--- src/design/s2p_map.svh ---
`ifndef S2P_MAP_SVH
`define S2P_MAP_SVH

// ****************************************
// Register byte offsets
// ****************************************
`define REG_CTRL 8'h00
`define REG_DATA 8'h04
`define REG_STATUS 8'h08
`define REG_CHAN_LO 8'h0c
`define REG_CHAN_HI 8'h10
`define REG_CASC 8'h14

// ****************************************
// Control field positions and reset value
// ****************************************
`define CTRL_DIR_BIT 0
`define CTRL_LATCH_BIT 1
`define CTRL_BLANK_BIT 2
`define CTRL_POL_BIT 3
`define CTRL_SRC_BIT 4
`define CTRL_PULSE_BIT 5
`define CTRL_RESET 5'h09

// ****************************************
// Status and cascade field positions
// ****************************************
`define STAT_LEVEL_LSB 0
`define STAT_EMPTY_BIT 4
`define STAT_FULL_BIT 5
`define STAT_PULSE_BIT 8
`define CASC_DIR_BIT 4

// ****************************************
// Timing
// ****************************************
`define MCLK_HZ 50000000
`define MCLK_PERIOD_NS 20
`define SHIFT_FMAX_HZ 8000000
`define SHIFT_DIV_CYC ((`MCLK_HZ + `SHIFT_FMAX_HZ - 1) / `SHIFT_FMAX_HZ)
`define LATCH_PULSE_NS 25
`define LATCH_PULSE_CYC ((`LATCH_PULSE_NS + `MCLK_PERIOD_NS - 1) / `MCLK_PERIOD_NS)

`endif

--- src/design/s2p_pkg.sv ---
`default_nettype none

package s2p_pkg;

    // Shift register contents of one lane
    typedef logic [15:0] lane_t;
    // One bit per lane
    typedef logic [3:0] nibble_t;
    // Bus slave handshake states, Gray along idle, wait, done
    typedef enum logic [1:0] {
        ST_IDLE = 2'b00,
        ST_WAIT = 2'b01,
        ST_DONE = 2'b11
    } apb_state_e;

endpackage

`default_nettype wire

--- src/design/lane_fifo.sv ---
`default_nettype none

module lane_fifo #(
    parameter int WIDTH = 4,
    parameter int DEPTH = 8
) (
    input wire logic mclk_i,
    input wire logic rst_n_i,
    input wire logic in_valid_i,
    output logic in_ready_o,
    input wire logic [WIDTH-1:0] in_data_i,
    output logic out_valid_o,
    input wire logic out_ready_i,
    output logic [WIDTH-1:0] out_data_o,
    output logic [$clog2(DEPTH+1)-1:0] level_o
);

    localparam int AW = $clog2(DEPTH);
    localparam int CW = $clog2(DEPTH + 1);

    logic [WIDTH-1:0] mem_r [DEPTH];
    logic [AW-1:0] wr_ptr_r, wr_ptr_nxt, rd_ptr_r, rd_ptr_nxt;
    logic [CW-1:0] cnt_r, cnt_nxt;
    logic push, pop;

    // Honest flags straight from the occupancy count
    assign in_ready_o = (cnt_r != CW'(DEPTH));
    assign out_valid_o = (cnt_r != '0);
    assign out_data_o = mem_r[rd_ptr_r];
    assign level_o = cnt_r;
    assign push = in_valid_i && in_ready_o;
    assign pop = out_valid_o && out_ready_i;

    // Pointers wrap naturally, so DEPTH must be a power of two
    always_comb begin
        wr_ptr_nxt = push ? AW'(wr_ptr_r + 1'b1) : wr_ptr_r;
        rd_ptr_nxt = pop ? AW'(rd_ptr_r + 1'b1) : rd_ptr_r;
        cnt_nxt = cnt_r;
        if (push && !pop) begin
            cnt_nxt = CW'(cnt_r + 1'b1);
        end else if (pop && !push) begin
            cnt_nxt = CW'(cnt_r - 1'b1);
        end
    end

    always_ff @(posedge mclk_i or negedge rst_n_i) begin
        if (!rst_n_i) begin
            wr_ptr_r <= '0;
            rd_ptr_r <= '0;
            cnt_r <= '0;
        end else begin
            wr_ptr_r <= wr_ptr_nxt;
            rd_ptr_r <= rd_ptr_nxt;
            cnt_r <= cnt_nxt;
        end
    end

    // Storage needs no reset; only written entries are ever read
    always_ff @(posedge mclk_i) begin
        if (push) begin
            mem_r[wr_ptr_r] <= in_data_i;
        end
    end

endmodule

`default_nettype wire

--- src/design/serial_to_parallel_latched_driver.sv ---
// The register addresses and the APB register port were decided locally.
`include "s2p_map.svh"
`default_nettype none

module serial_to_parallel_latched_driver
    import s2p_pkg::*;
(
    input wire logic mclk_i,
    input wire logic rst_n_i,
    input wire logic psel_i,
    input wire logic penable_i,
    input wire logic pwrite_i,
    input wire logic [7:0] paddr_i,
    input wire logic [31:0] pwdata_i,
    output logic [31:0] prdata_o,
    output logic pready_o,
    output logic pslverr_o,
    input wire logic [3:0] lane_a_i,
    output logic [3:0] lane_a_o,
    output logic [3:0] lane_a_oe_o,
    input wire logic [3:0] lane_b_i,
    output logic [3:0] lane_b_o,
    output logic [3:0] lane_b_oe_o,
    output logic [63:0] drive_channel_o
);

    // ****************************************
    // Declarations
    // ****************************************
    apb_state_e st_r, st_nxt;
    logic pready_r, pready_nxt;
    logic pslverr_r, pslverr_nxt;
    logic [31:0] prdata_r, prdata_nxt;
    logic [31:0] rd_word;
    logic addr_hit;
    logic data_wr;
    logic wr_commit;

    logic dir_r, dir_nxt;
    logic latch_pass_control_n_r, latch_pass_control_n_nxt;
    logic output_blank_n_r, output_blank_n_nxt;
    logic output_polarity_n_r, output_polarity_n_nxt;
    logic src_pins_r, src_pins_nxt;
    logic [1:0] pulse_cnt_r, pulse_cnt_nxt;
    logic pulse_active;
    logic transparent;

    logic tick;
    logic fifo_in_valid, fifo_in_ready;
    logic fifo_out_valid, fifo_out_ready;
    nibble_t fifo_out_data;
    logic [3:0] fifo_level;
    logic shift_go;
    nibble_t lane_din;

    lane_t sr_r [4];
    lane_t sr_nxt [4];
    nibble_t last_nxt;
    logic [63:0] chan_nxt;
    logic [63:0] latch_q_r, latch_q_nxt;
    logic [63:0] drv_r, drv_nxt;
    logic [3:0] lane_a_r, lane_a_nxt, lane_a_oe_r, lane_a_oe_nxt;
    logic [3:0] lane_b_r, lane_b_nxt, lane_b_oe_r, lane_b_oe_nxt;
    nibble_t casc_r;

    // ****************************************
    // Outputs straight from flip-flops
    // ****************************************
    assign prdata_o = prdata_r;
    assign pready_o = pready_r;
    assign pslverr_o = pslverr_r;
    assign lane_a_o = lane_a_r;
    assign lane_a_oe_o = lane_a_oe_r;
    assign lane_b_o = lane_b_r;
    assign lane_b_oe_o = lane_b_oe_r;
    assign drive_channel_o = drv_r;

    // ****************************************
    // Register bus slave
    // ****************************************

    // Address decode; unaligned or unknown offsets answer with an error
    always_comb begin
        addr_hit = 1'b1;
        rd_word = '0;
        unique case (paddr_i)
            `REG_CTRL: begin
                rd_word[`CTRL_DIR_BIT] = dir_r;
                rd_word[`CTRL_LATCH_BIT] = latch_pass_control_n_r;
                rd_word[`CTRL_BLANK_BIT] = output_blank_n_r;
                rd_word[`CTRL_POL_BIT] = output_polarity_n_r;
                rd_word[`CTRL_SRC_BIT] = src_pins_r;
            end
            `REG_DATA: rd_word = '0;
            `REG_STATUS: begin
                rd_word[`STAT_LEVEL_LSB +: 4] = fifo_level;
                rd_word[`STAT_EMPTY_BIT] = !fifo_out_valid;
                rd_word[`STAT_FULL_BIT] = !fifo_in_ready;
                rd_word[`STAT_PULSE_BIT] = pulse_active;
            end
            `REG_CHAN_LO: rd_word = drv_r[31:0];
            `REG_CHAN_HI: rd_word = drv_r[63:32];
            `REG_CASC: begin
                rd_word[3:0] = casc_r;
                rd_word[`CASC_DIR_BIT] = dir_r;
            end
            default: addr_hit = 1'b0;
        endcase
    end

    assign data_wr = pwrite_i && (paddr_i == `REG_DATA);
    // Writes land only at the edge where the master samples pready high
    assign wr_commit = (st_r == ST_DONE) && psel_i && penable_i && pwrite_i && addr_hit;
    assign fifo_in_valid = wr_commit && (paddr_i == `REG_DATA);

    // Handshake: a data write waits in ST_WAIT while the FIFO is full
    always_comb begin
        st_nxt = st_r;
        pready_nxt = 1'b0;
        pslverr_nxt = 1'b0;
        prdata_nxt = prdata_r;
        unique case (st_r)
            ST_IDLE: begin
                if (psel_i && !penable_i) begin
                    st_nxt = ST_WAIT;
                end
            end
            ST_WAIT: begin
                if (!psel_i) begin
                    st_nxt = ST_IDLE;
                end else if (penable_i && (!data_wr || fifo_in_ready)) begin
                    st_nxt = ST_DONE;
                    pready_nxt = 1'b1;
                    pslverr_nxt = !addr_hit;
                    prdata_nxt = pwrite_i ? 32'h0000_0000 : rd_word;
                end
            end
            ST_DONE: begin
                st_nxt = ST_IDLE;
            end
            default: begin
                st_nxt = ST_IDLE;
            end
        endcase
    end

    always_ff @(posedge mclk_i or negedge rst_n_i) begin
        if (!rst_n_i) begin
            st_r <= ST_IDLE;
            pready_r <= 1'b0;
            pslverr_r <= 1'b0;
            prdata_r <= '0;
        end else begin
            st_r <= st_nxt;
            pready_r <= pready_nxt;
            pslverr_r <= pslverr_nxt;
            prdata_r <= prdata_nxt;
        end
    end

    // ****************************************
    // Control register and latch pulse
    // ****************************************

    // Pulse command gives a transparent window no shorter than the latch minimum
    always_comb begin
        dir_nxt = dir_r;
        latch_pass_control_n_nxt = latch_pass_control_n_r;
        output_blank_n_nxt = output_blank_n_r;
        output_polarity_n_nxt = output_polarity_n_r;
        src_pins_nxt = src_pins_r;
        pulse_cnt_nxt = pulse_active ? 2'(pulse_cnt_r - 1'b1) : pulse_cnt_r;
        if (wr_commit && (paddr_i == `REG_CTRL)) begin
            dir_nxt = pwdata_i[`CTRL_DIR_BIT];
            latch_pass_control_n_nxt = pwdata_i[`CTRL_LATCH_BIT];
            output_blank_n_nxt = pwdata_i[`CTRL_BLANK_BIT];
            output_polarity_n_nxt = pwdata_i[`CTRL_POL_BIT];
            src_pins_nxt = pwdata_i[`CTRL_SRC_BIT];
            if (pwdata_i[`CTRL_PULSE_BIT]) begin
                pulse_cnt_nxt = 2'(`LATCH_PULSE_CYC);
            end
        end
    end

    assign pulse_active = (pulse_cnt_r != 2'h0);

    always_ff @(posedge mclk_i or negedge rst_n_i) begin
        if (!rst_n_i) begin
            dir_r <= 1'b1;
            latch_pass_control_n_r <= 1'b0;
            output_blank_n_r <= 1'b0;
            output_polarity_n_r <= 1'b1;
            src_pins_r <= 1'b0;
            pulse_cnt_r <= 2'h0;
        end else begin
            dir_r <= dir_nxt;
            latch_pass_control_n_r <= latch_pass_control_n_nxt;
            output_blank_n_r <= output_blank_n_nxt;
            output_polarity_n_r <= output_polarity_n_nxt;
            src_pins_r <= src_pins_nxt;
            pulse_cnt_r <= pulse_cnt_nxt;
        end
    end

    // ****************************************
    // Shift rate and data buffer
    // ****************************************
    shift_tick_div u_div (
        .mclk_i(mclk_i),
        .rst_n_i(rst_n_i),
        .tick_o(tick)
    );

    lane_fifo #(
        .WIDTH(4),
        .DEPTH(8)
    ) u_fifo (
        .mclk_i(mclk_i),
        .rst_n_i(rst_n_i),
        .in_valid_i(fifo_in_valid),
        .in_ready_o(fifo_in_ready),
        .in_data_i(pwdata_i[3:0]),
        .out_valid_o(fifo_out_valid),
        .out_ready_i(fifo_out_ready),
        .out_data_o(fifo_out_data),
        .level_o(fifo_level)
    );

    // In pin mode every tick shifts; in buffer mode a tick shifts only when data is waiting, else it is skipped
    assign fifo_out_ready = tick && !src_pins_r;
    assign shift_go = tick && (src_pins_r || fifo_out_valid);
    // Feeding side of the lane pins follows the direction
    assign lane_din = src_pins_r ? (dir_r ? lane_a_i : lane_b_i) : fifo_out_data;

    // ****************************************
    // Shift registers and channel map
    // ****************************************
    for (genvar k = 0; k < 4; k++) begin : g_lane
        // All four lanes share one shift enable
        assign sr_nxt[k] = !shift_go ? sr_r[k] :
            dir_r ? {sr_r[k][14:0], lane_din[k]} :
            {lane_din[k], sr_r[k][15:1]};
        // Far end under the coming direction, so a swap never shows a stale end
        assign last_nxt[k] = dir_nxt ? sr_nxt[k][15] : sr_nxt[k][0];
        // Stage s of lane k lands on channel 4*s+k (zero based)
        for (genvar s = 0; s < 16; s++) begin : g_stage
            assign chan_nxt[4*s+k] = sr_nxt[k][s];
        end
    end

    // Reset only for clean simulation; content is junk until a frame is latched
    always_ff @(posedge mclk_i or negedge rst_n_i) begin
        if (!rst_n_i) begin
            for (int k = 0; k < 4; k++) begin
                sr_r[k] <= '0;
            end
        end else begin
            for (int k = 0; k < 4; k++) begin
                sr_r[k] <= sr_nxt[k];
            end
        end
    end

    // ****************************************
    // Latches, polarity and blanking
    // ****************************************
    assign transparent = latch_pass_control_n_r || pulse_active;

    // Latch follows next shift value so it never trails the register by a cycle
    always_comb begin
        latch_q_nxt = latch_q_r;
        if (transparent) begin
            latch_q_nxt = chan_nxt;
        end
        drv_nxt = latch_q_nxt ^ {64{!output_polarity_n_nxt}};
        if (!output_blank_n_nxt) begin
            drv_nxt = {64{!output_polarity_n_nxt}};
        end
    end

    always_ff @(posedge mclk_i or negedge rst_n_i) begin
        if (!rst_n_i) begin
            latch_q_r <= '0;
            drv_r <= '0;
        end else begin
            latch_q_r <= latch_q_nxt;
            drv_r <= drv_nxt;
        end
    end

    // ****************************************
    // Cascade lanes
    // ****************************************

    // Lane i out carries register 3-i, mirroring the feeding pin order
    always_comb begin
        lane_a_nxt = 4'h0;
        lane_b_nxt = 4'h0;
        for (int i = 0; i < 4; i++) begin
            lane_a_nxt[i] = dir_nxt ? 1'b0 : last_nxt[3-i];
            lane_b_nxt[i] = dir_nxt ? last_nxt[3-i] : 1'b0;
        end
        lane_a_oe_nxt = dir_nxt ? 4'h0 : 4'hf;
        lane_b_oe_nxt = dir_nxt ? 4'hf : 4'h0;
    end

    always_ff @(posedge mclk_i or negedge rst_n_i) begin
        if (!rst_n_i) begin
            lane_a_r <= 4'h0;
            lane_b_r <= 4'h0;
            lane_a_oe_r <= 4'h0;
            lane_b_oe_r <= 4'hf;
            casc_r <= 4'h0;
        end else begin
            lane_a_r <= lane_a_nxt;
            lane_b_r <= lane_b_nxt;
            lane_a_oe_r <= lane_a_oe_nxt;
            lane_b_oe_r <= lane_b_oe_nxt;
            casc_r <= last_nxt;
        end
    end

endmodule

`default_nettype wire

--- src/design/shift_tick_div.sv ---
`include "s2p_map.svh"
`default_nettype none

module shift_tick_div (
    input wire logic mclk_i,
    input wire logic rst_n_i,
    output logic tick_o
);

    logic [2:0] cnt_r, cnt_nxt;
    logic tick_r, tick_nxt;

    assign tick_o = tick_r;

    // One enable pulse every SHIFT_DIV_CYC cycles keeps each lane under its maximum rate
    always_comb begin
        tick_nxt = 1'b0;
        cnt_nxt = 3'(cnt_r + 1'b1);
        if (cnt_r == 3'(`SHIFT_DIV_CYC - 1)) begin
            cnt_nxt = '0;
            tick_nxt = 1'b1;
        end
    end

    always_ff @(posedge mclk_i or negedge rst_n_i) begin
        if (!rst_n_i) begin
            cnt_r <= '0;
            tick_r <= 1'b0;
        end else begin
            cnt_r <= cnt_nxt;
            tick_r <= tick_nxt;
        end
    end

endmodule

`default_nettype wire

--- config.mk ---
export PLATFORM = sky130hd
export DESIGN_NAME = serial_to_parallel_latched_driver
export DESIGN_NICKNAME = d
export VERILOG_FILES = /design/src/design/s2p_pkg.sv /design/src/design/lane_fifo.sv /design/src/design/serial_to_parallel_latched_driver.sv /design/src/design/shift_tick_div.sv
export VERILOG_INCLUDE_DIRS = /design/src /design/src/design
export SDC_FILE = /design/constraint.sdc
export NUM_CORES = 1
export LEC_CHECK = 0
export BUFFER_PORTS_ARGS = -buffer_cell sky130_fd_sc_hd__buf_2
export CAP_MARGIN = 10
export CORE_ASPECT_RATIO = 1.1
export CORE_MARGIN = 2
export CORE_UTILIZATION = 40
export CTS_CLUSTER_DIAMETER = 200
export DETAILED_ROUTE_END_ITERATION = 7
export PLACE_DENSITY = 0.66
export SLEW_MARGIN = 10
export SYNTH_ARGS = -nofsm -noshare
export SYNTH_HDL_FRONTEND = slang
export SYNTH_HIERARCHICAL = 1
export SYNTH_SLANG_ARGS = --single-unit
export TNS_END_PERCENT = 100
--- constraint.sdc ---
create_clock -name mclk_i -period 3.8 [get_ports mclk_i]
set_input_delay 0.38 -clock mclk_i [delete_from_list [all_inputs] [get_ports mclk_i]]
set_output_delay 0.38 -clock mclk_i [all_outputs]
set_load 0.02 [all_outputs]
== Word-level counts from Yosys, hierarchy flattened ==
Memory sizes are Yosys's and may differ from the RTL's.
Index checks and enable logic that the tools add are counted.
Operators by class
  add/sub/neg operators: 6
  shifts and indexed selects: 0
  bitwise operators: 1
  muxes and demuxes: 55
  div/mod/pow operators: 0
  order comparisons: 0
  equal/unequal tests: 11
  multiply operators: 0
  reductions and logical operators: 35
Operators by type and width (number)
  $mux W16: 8
  $mux W64: 2
  $xor A64 B64 Y64: 1
  $pmux W23 S2: 1
  $mux W32: 1
  $mux W1: 25
  $pmux W5 S5: 1
  $mux W4: 6
  $eq A8 B4 Y1 const B: 2
  $eq A8 B5 Y1 const B: 2
  $logic_and A1 B1 Y1: 15
  $mux W2: 6
  $add A3 B1 Y3 const B: 3
  $logic_not A1 Y1: 9
  $eq A8 B3 Y1 const B: 1
  $logic_not A8 Y1: 1
  $pmux W2 S2: 2
  $pmux W1 S3: 2
  $reduce_or A6 Y1: 1
  $add A4 B1 Y4 const B: 1
  $ne A4 B4 Y1 const B: 1
  $reduce_bool A2 Y1: 2
  $reduce_bool A4 Y1: 1
  $sub A4 B1 Y4 const B: 1
  11 further kinds: 13
Word-level totals
  output and inout bits: 114
  bits of input ports: 53
  ROM bits: 0
  latch bits: 0
  memories: 1
  bits in registers: 269
  memory bits (writable): 32
Memory list
  u_fifo.mem_r: words 8, bits a word 4, read ports 1, clocked after Yosys merged registers in 0, wr ports 1, line lane_fifo.sv:21  | logic [WIDTH-1:0] mem_r [DEPTH];

== Logic depth before layout (Yosys ltp) ==
  depth in word-level cells: 11
  mapped depth: 11
  mapped depth without buffers: 11

== Hierarchy ==
Netlist, hierarchy kept.
By module, submodules not included
  serial_to_parallel_latched_driver: cells an instance 836, seq. area each 6208.5 um^2, area an instance 10606.4 um^2, instances 1
  lane_fifo: cells an instance 108, seq. area each 1211.2 um^2, area an instance 1855.5 um^2, instances 1
  shift_tick_div: cells an instance 11, seq. area each 100.1 um^2, area an instance 148.9 um^2, instances 1

== Worst setup path before layout ==
Ideal clock, no wire load.
  path type: input -> register
  start: in paddr_i[4]
  end: reg u_fifo.cnt_r[3], in the netlist u_fifo/level_o[3]
  setup time: 0.131 ns
  path slack: 0.991 ns
  required time: 3.669 ns
  buffers on the path: 0
  cell stages on the path: 11
  data arrival time: 2.678 ns
  path through: nor3_1 -> nand4_1 -> nor2_1 -> nand2_8 -> inv_1 -> ha_1 -> inv_1 -> ha_1 -> or4_1 -> o211ai_1 -> o211ai_1
Between the ends
  word-level cells in the longest chain between the ends: 9
  elaborated cells between the ends (all ways): 16
  those cells by class: 5 x eq/ne; 2 x mux; 9 x reduce/logical
RTL lines
  start, declared: line serial_to_parallel_latched_driver.sv:13  | input wire logic [7:0] paddr_i,
  $eq A8 B3 Y1, or another cell as far along: line serial_to_parallel_latched_driver.sv:86  | unique case (paddr_i)
  $reduce_or A6 Y1 (no line)
  $mux W1: line serial_to_parallel_latched_driver.sv:86
  $logic_and A1 B1 Y1: line serial_to_parallel_latched_driver.sv:113  | assign wr_commit = (st_r == ST_DONE) && psel_i && penable_i && pwrite_i && addr_hit;
  $logic_and A1 B1 Y1 *: line serial_to_parallel_latched_driver.sv:114  | assign fifo_in_valid = wr_commit && (paddr_i == `REG_DATA);
  net fifo_in_valid: line serial_to_parallel_latched_driver.sv:49  | logic fifo_in_valid, fifo_in_ready;
  $logic_and A1 B1 Y1 *: line lane_fifo.sv:31  | assign push = in_valid_i && in_ready_o;
  net u_fifo.push: line lane_fifo.sv:24  | logic push, pop;
  $logic_not A1 Y1: line lane_fifo.sv:41  | end else if (pop && !push) begin
  $logic_and A1 B1 Y1: line lane_fifo.sv:41
  $reduce_bool A2 Y1 (no line)
  end signal, assigned: line lane_fifo.sv:54  | cnt_r <= cnt_nxt;
  end, declared: line lane_fifo.sv:23  | logic [CW-1:0] cnt_r, cnt_nxt;
Mark *: on every way through the listed nets, which the timed path passes. The rest lies on a longest branch.
A chain may end at the register's enable or synchronous reset.

== Final worst setup path ==
  start: reg u_fifo.cnt_r[0], in the netlist u_fifo/level_o[0]
  end: reg u_fifo.cnt_r[3], in the netlist u_fifo/level_o[3]
Between the ends
  word-level cells in the longest chain between the ends: 5
  elaborated cells between the ends (all ways): 13
  those cells by class: 2 x add/sub; 1 x eq/ne; 2 x mux; 8 x reduce/logical
RTL lines
  $ne A4 B4 Y1 *: line lane_fifo.sv:27  | assign in_ready_o = (cnt_r != CW'(DEPTH));
  net fifo_in_ready: line serial_to_parallel_latched_driver.sv:49
  $logic_and A1 B1 Y1 *: line lane_fifo.sv:31
  net u_fifo.push: line lane_fifo.sv:24
  $logic_not A1 Y1: line lane_fifo.sv:41
  $logic_and A1 B1 Y1: line lane_fifo.sv:41
  $reduce_bool A2 Y1 (no line)
Mark *: on every way through the listed nets, which the timed path passes. The rest lies on a longest branch. The select of a mux whose other input is x is not followed.

==> Implementation_results.wiki <==
{| class="wikitable"
! Metric !! Value
|-
| Via density per instance || about 5.0
|-
| Tmin final || 2.90 ns
|-
| Worst-path maximum fanout || 7
|-
| Number of placed instances with taps included || around 1,500
|-
| Maximum clock frequency || around 350 MHz
|-
| Maximum vdd drop || between 0.3 and 0.4 mV
|-
| Gate count of the mapped netlist || 955
|-
| Post-route DRC violation count || 0
|-
| Netlist cell types || 54
|-
| Die outline height || approximately 190 µm
|-
| Logic depth of the worst register-to-register path || 9
|-
| Worst reg2reg startpoint || u_fifo/level_o[0]$_DFFE_PN0P_
|-
| Slew at the pin closest to its max-slew limit || between 1 and 1.5 ns
|-
| Share of synthesized registers carrying an async set or reset || 0.891
|-
| Worst setup skew after layout || roughly 0.013 ns
|-
| Met3 usage in global routing || 0.0267
|-
| Remaining antenna violation count after routing || 0
|-
| Area grow syn2layout || 16.8%
|-
| Net count after synthesis || about 1,000
|-
| Final setup violation count || 0
|-
| Power after layout || 6.28 mW
|-
| Worst hold-check path type || primary input to flop
|-
| Number of violations of the max-capacitance limit || 0
|-
| Netlist area before placement || 12,600 µm²
|-
| WP data required || about 4.2 ns
|-
| Die Span X || between 150 and 200 µm
|-
| Core outline area || roughly 31,000 µm²
|-
| Critical path launch point type || flop
|-
| Number of placement rows || 68
|-
| Top flip-flop cell by instance count after synthesis || sky130_fd_sc_hd__dfrtp_1
|-
| Total Routed Length || approximately 29,000 µm
|-
| Antenna diode instance count || 0
|-
| Ranking of synthesized cells by area || sky130_fd_sc_hd__dfrtp_1, sky130_fd_sc_hd__mux2_2, sky130_fd_sc_hd__edfxtp_1
|-
| Synth Area in XOR/XNOR || 0.0486
|-
| Biggest area consumer among synthesized cells || sky130_fd_sc_hd__dfrtp_1
|-
| Clock Sink Count || 294
|-
| Unrepaired setup endpoints after global routing || false
|-
| Worst hold path stage count || 2
|-
| Number of I/O pins || 167
|-
| Busiest layer in global routing || met2
|-
| Clock buffers created by TritonCTS || 30
|-
| Placed cell area || about 14,000 µm²
|-
| Max H-tree Level || 1
|-
| Complex-gate fraction of the synthesized area || 0.0563
|-
| Run status || finished clean
|-
| Layout cells sized above 1 || 0.382
|-
| Synth warn || 6
|-
| Post-synthesis area per instance || ~13 µm²
|-
| Antenna violations before repair || 0
|-
| Most used standard cell by instance count after synthesis || sky130_fd_sc_hd__dfrtp_1
|-
| Startpoint of the lowest-slack hold path || pwdata_i[4]
|-
| Start-to-end type of the worst setup path || flop to flop
|-
| Total count of max-transition violations in the final report || 0
|-
| DR vias || ~7,700
|-
| Remaining max-slew budget at the tightest pin || 0.220
|-
| Final Instance Area || roughly 15,000 µm²
|-
| Adder and majority gate portion of the synthesized area || 0.00655
|-
| # fillers || 2,801
|-
| Final HPWL DP || around 19,000 µm
|-
| Number of global-route vias before repair || ~7,800
|-
| PD cells || between 400 and 500 nW/µm²
|-
| Routing usage on met2 || 0.282
|-
| Buffer type at the clock tree root || sky130_fd_sc_hd__clkbuf_16
|-
| Worst Setup End Kind || flop
|-
| Overflow left after global routing || 0
|-
| Proportion of synthesized chip area in sequential cells || 0.596
|-
| CTS tree || done
|-
| Final total negative setup slack || 0 ns
|-
| Clock tree buffer depth || 3
|-
| Number of search-and-repair iterations in the first detailed-routing pass || 5
|-
| Clock transition at the registers of the reported paths || about 0.06 ns
|-
| Total track usage || 0.174
|-
| GR Util met1 || 0.246
|-
| Post-synth EDFFs || 32
|-
| Global-route wire length before repair || roughly 45,000 µm
|-
| Worst-skew pair later-pin latency || about 0.55 ns
|-
| Maximum number of pins on one net before global-route repair || 85
|-
| Share of the clock period used by the worst path || 0.762
|-
| Last weighted congestion value of the routability-driven placer || about 0.82
|-
| Sink of the worst hold path || src_pins_r$_DFFE_PN0N_
|-
| Post-layout nets || about 1,100
|-
| Arrival time at the worst endpoint || between 3 and 4 ns
|-
| End of the worst register-to-register path || u_fifo/level_o[3]$_DFFE_PN0P_
|-
| Endpoints failing hold || 0
|-
| Buffer count from post-CTS setup fixing || 0
|-
| DRT iter0 DRCs || 457
|-
| Resized cells post-CTS || 0
|-
| I/O Buffers || 140
|-
| Die area || 33,000 µm²
|-
| DR WL/cell || around 19 µm
|-
| Number of synthesized register bits || approximately 290
|-
| Multiplexer share of the synthesized area || 0.192
|-
| Setup slack, reg-to-reg || 0.90 ns
|-
| Static power due to leakage || between 6 and 7 nW
|-
| Main combinational cell family by area after synthesis || multiplexers
|-
| Effective utilization at floorplan || 0.404
|-
| Most frequent cells after synthesis || sky130_fd_sc_hd__dfrtp_1, sky130_fd_sc_hd__mux2_2, sky130_fd_sc_hd__nand2_1
|-
| Area fraction of the dominant cell type after synthesis || 0.516
|-
| Basic-gate share of the synthesized area counting and, or, nand and nor cells || 0.0672
|-
| Finished Layout Cells || ~1,500
|}
==> where the power goes <==
part	internal, mW	switching, mW
sequential	3.19	0.00448
combinational	0.0388	0.0995
clock	1.72	1.23
total	4.95	1.34
==> metal layers <==
metal,part of all wire,vias up,wire [µm]
li1,-,3606,-
met1,0.47,3858,13300
met2,0.47,182,13500
met3,0.041,41,1180
met4,0.021,0,598
met5,0,-,0
==> critical path: stages, from the launching register on <==
cell and delay [ns]:
sky130_fd_sc_hd__dfrtp_1 0.49, sky130_fd_sc_hd__or4b_4 0.65, sky130_fd_sc_hd__nand2_8 0.13, sky130_fd_sc_hd__inv_1 0.05, sky130_fd_sc_hd__ha_1 0.25, sky130_fd_sc_hd__inv_1 0.15, sky130_fd_sc_hd__ha_1 0.31, sky130_fd_sc_hd__or4_1 0.52
sky130_fd_sc_hd__o211ai_1 0.11, sky130_fd_sc_hd__o211ai_1 0.10
==> per-stage QoR <==
step / hold slack [ns] / util / worst slack, ns
after floorplan: 0.0844 / - / 0.991
after global placement: 0.409 / 0.439 / 0.701
after detailed placement: 0.411 / 0.439 / 0.639
after CTS: 0.0625 / 0.472 / 0.815
after global routing: 0.0767 / 0.472 / 0.736
final: 0.0902 / 0.472 / 0.904
==> worst max-delay path by stage <==
stage                                   start                             to  slack [ns]  depth (start not counted)
2_1_floorplan                      paddr_i[4]  u_fifo/level_o[3]$_DFFE_PN0P_        0.99                         11
3_3_place_gp                       paddr_i[2]          lane_a_o[2]$_DFF_PN0_        0.70                          7
3_5_place_dp                       paddr_i[5]  u_fifo/level_o[3]$_DFFE_PN0P_        0.64                         13
4_1_cts        u_fifo/rd_ptr_r[0]$_DFFE_PN0P_   drive_channel_o[0]$_DFF_PN0_        0.81                          7
5_1_grt        u_fifo/rd_ptr_r[0]$_DFFE_PN0P_   drive_channel_o[2]$_DFF_PN0_        0.74                          7
6_report        u_fifo/level_o[0]$_DFFE_PN0P_  u_fifo/level_o[3]$_DFFE_PN0P_        0.90                          9
==> what timing repair did <==
item / in CTS / in global routing
hold buffers: 1 / 0
endpoints found under the setup margin: 0 / 0
endpoints found under the hold margin: 80 / 0
==> registers in the layout, indices dropped and copies added (netlist names), 32 cells and up <==
name	flops
sr_r	64
u_fifo/mem_r	32
drive_channel_o	64
latch_q_r	64
prdata_o	32
==> cells by family after synthesis <==
kind of cell / count (synthesis)
compound gates: 113
xor+xnor: 70
fa+ha+maj: 6
buf+inv: 78
flops: 294
mux: 207
simple gates: 187
==> cell type report <==
cell class                 count  area, µm²  share of cell area
clock buffer                  38        852              0.0578
tap                          420        526              0.0357
multi-input combinational    583       4700               0.319
inverter                      13       51.3             0.00348
timing repair buffer         160        926              0.0629
clock inverter                18        156              0.0106
sequential                   294       7520               0.511
==> placed cells by master (no fill, tap or decap), types with 3 or more instances in the layout <==
cell type	instances
sky130_fd_sc_hd__edfxtp_1	32
sky130_fd_sc_hd__nor2b_1	4
sky130_fd_sc_hd__dfrtp_1	260
sky130_fd_sc_hd__a21oi_1	20
sky130_fd_sc_hd__clkinv_2	6
sky130_fd_sc_hd__mux2i_1	10
sky130_fd_sc_hd__clkbuf_8	5
sky130_fd_sc_hd__nand2_1	106
sky130_fd_sc_hd__a22oi_1	27
sky130_fd_sc_hd__buf_2	139
sky130_fd_sc_hd__ha_1	5
sky130_fd_sc_hd__clkinvlp_4	3
sky130_fd_sc_hd__a31oi_1	4
sky130_fd_sc_hd__a221oi_1	5
sky130_fd_sc_hd__o211ai_1	6
sky130_fd_sc_hd__buf_12	5
sky130_fd_sc_hd__nor2_1	31
sky130_fd_sc_hd__a211oi_1	8
sky130_fd_sc_hd__nand2b_1	8
sky130_fd_sc_hd__mux4_2	8
sky130_fd_sc_hd__mux2_2	185
sky130_fd_sc_hd__inv_1	11
sky130_fd_sc_hd__clkbuf_16	31
sky130_fd_sc_hd__nor3_1	9
sky130_fd_sc_hd__buf_4	14
sky130_fd_sc_hd__xnor2_1	70
sky130_fd_sc_hd__o21ai_0	38
sky130_fd_sc_hd__nand3_1	5
sky130_fd_sc_hd__or3_1	4
(Power assumes the default switching activity.)
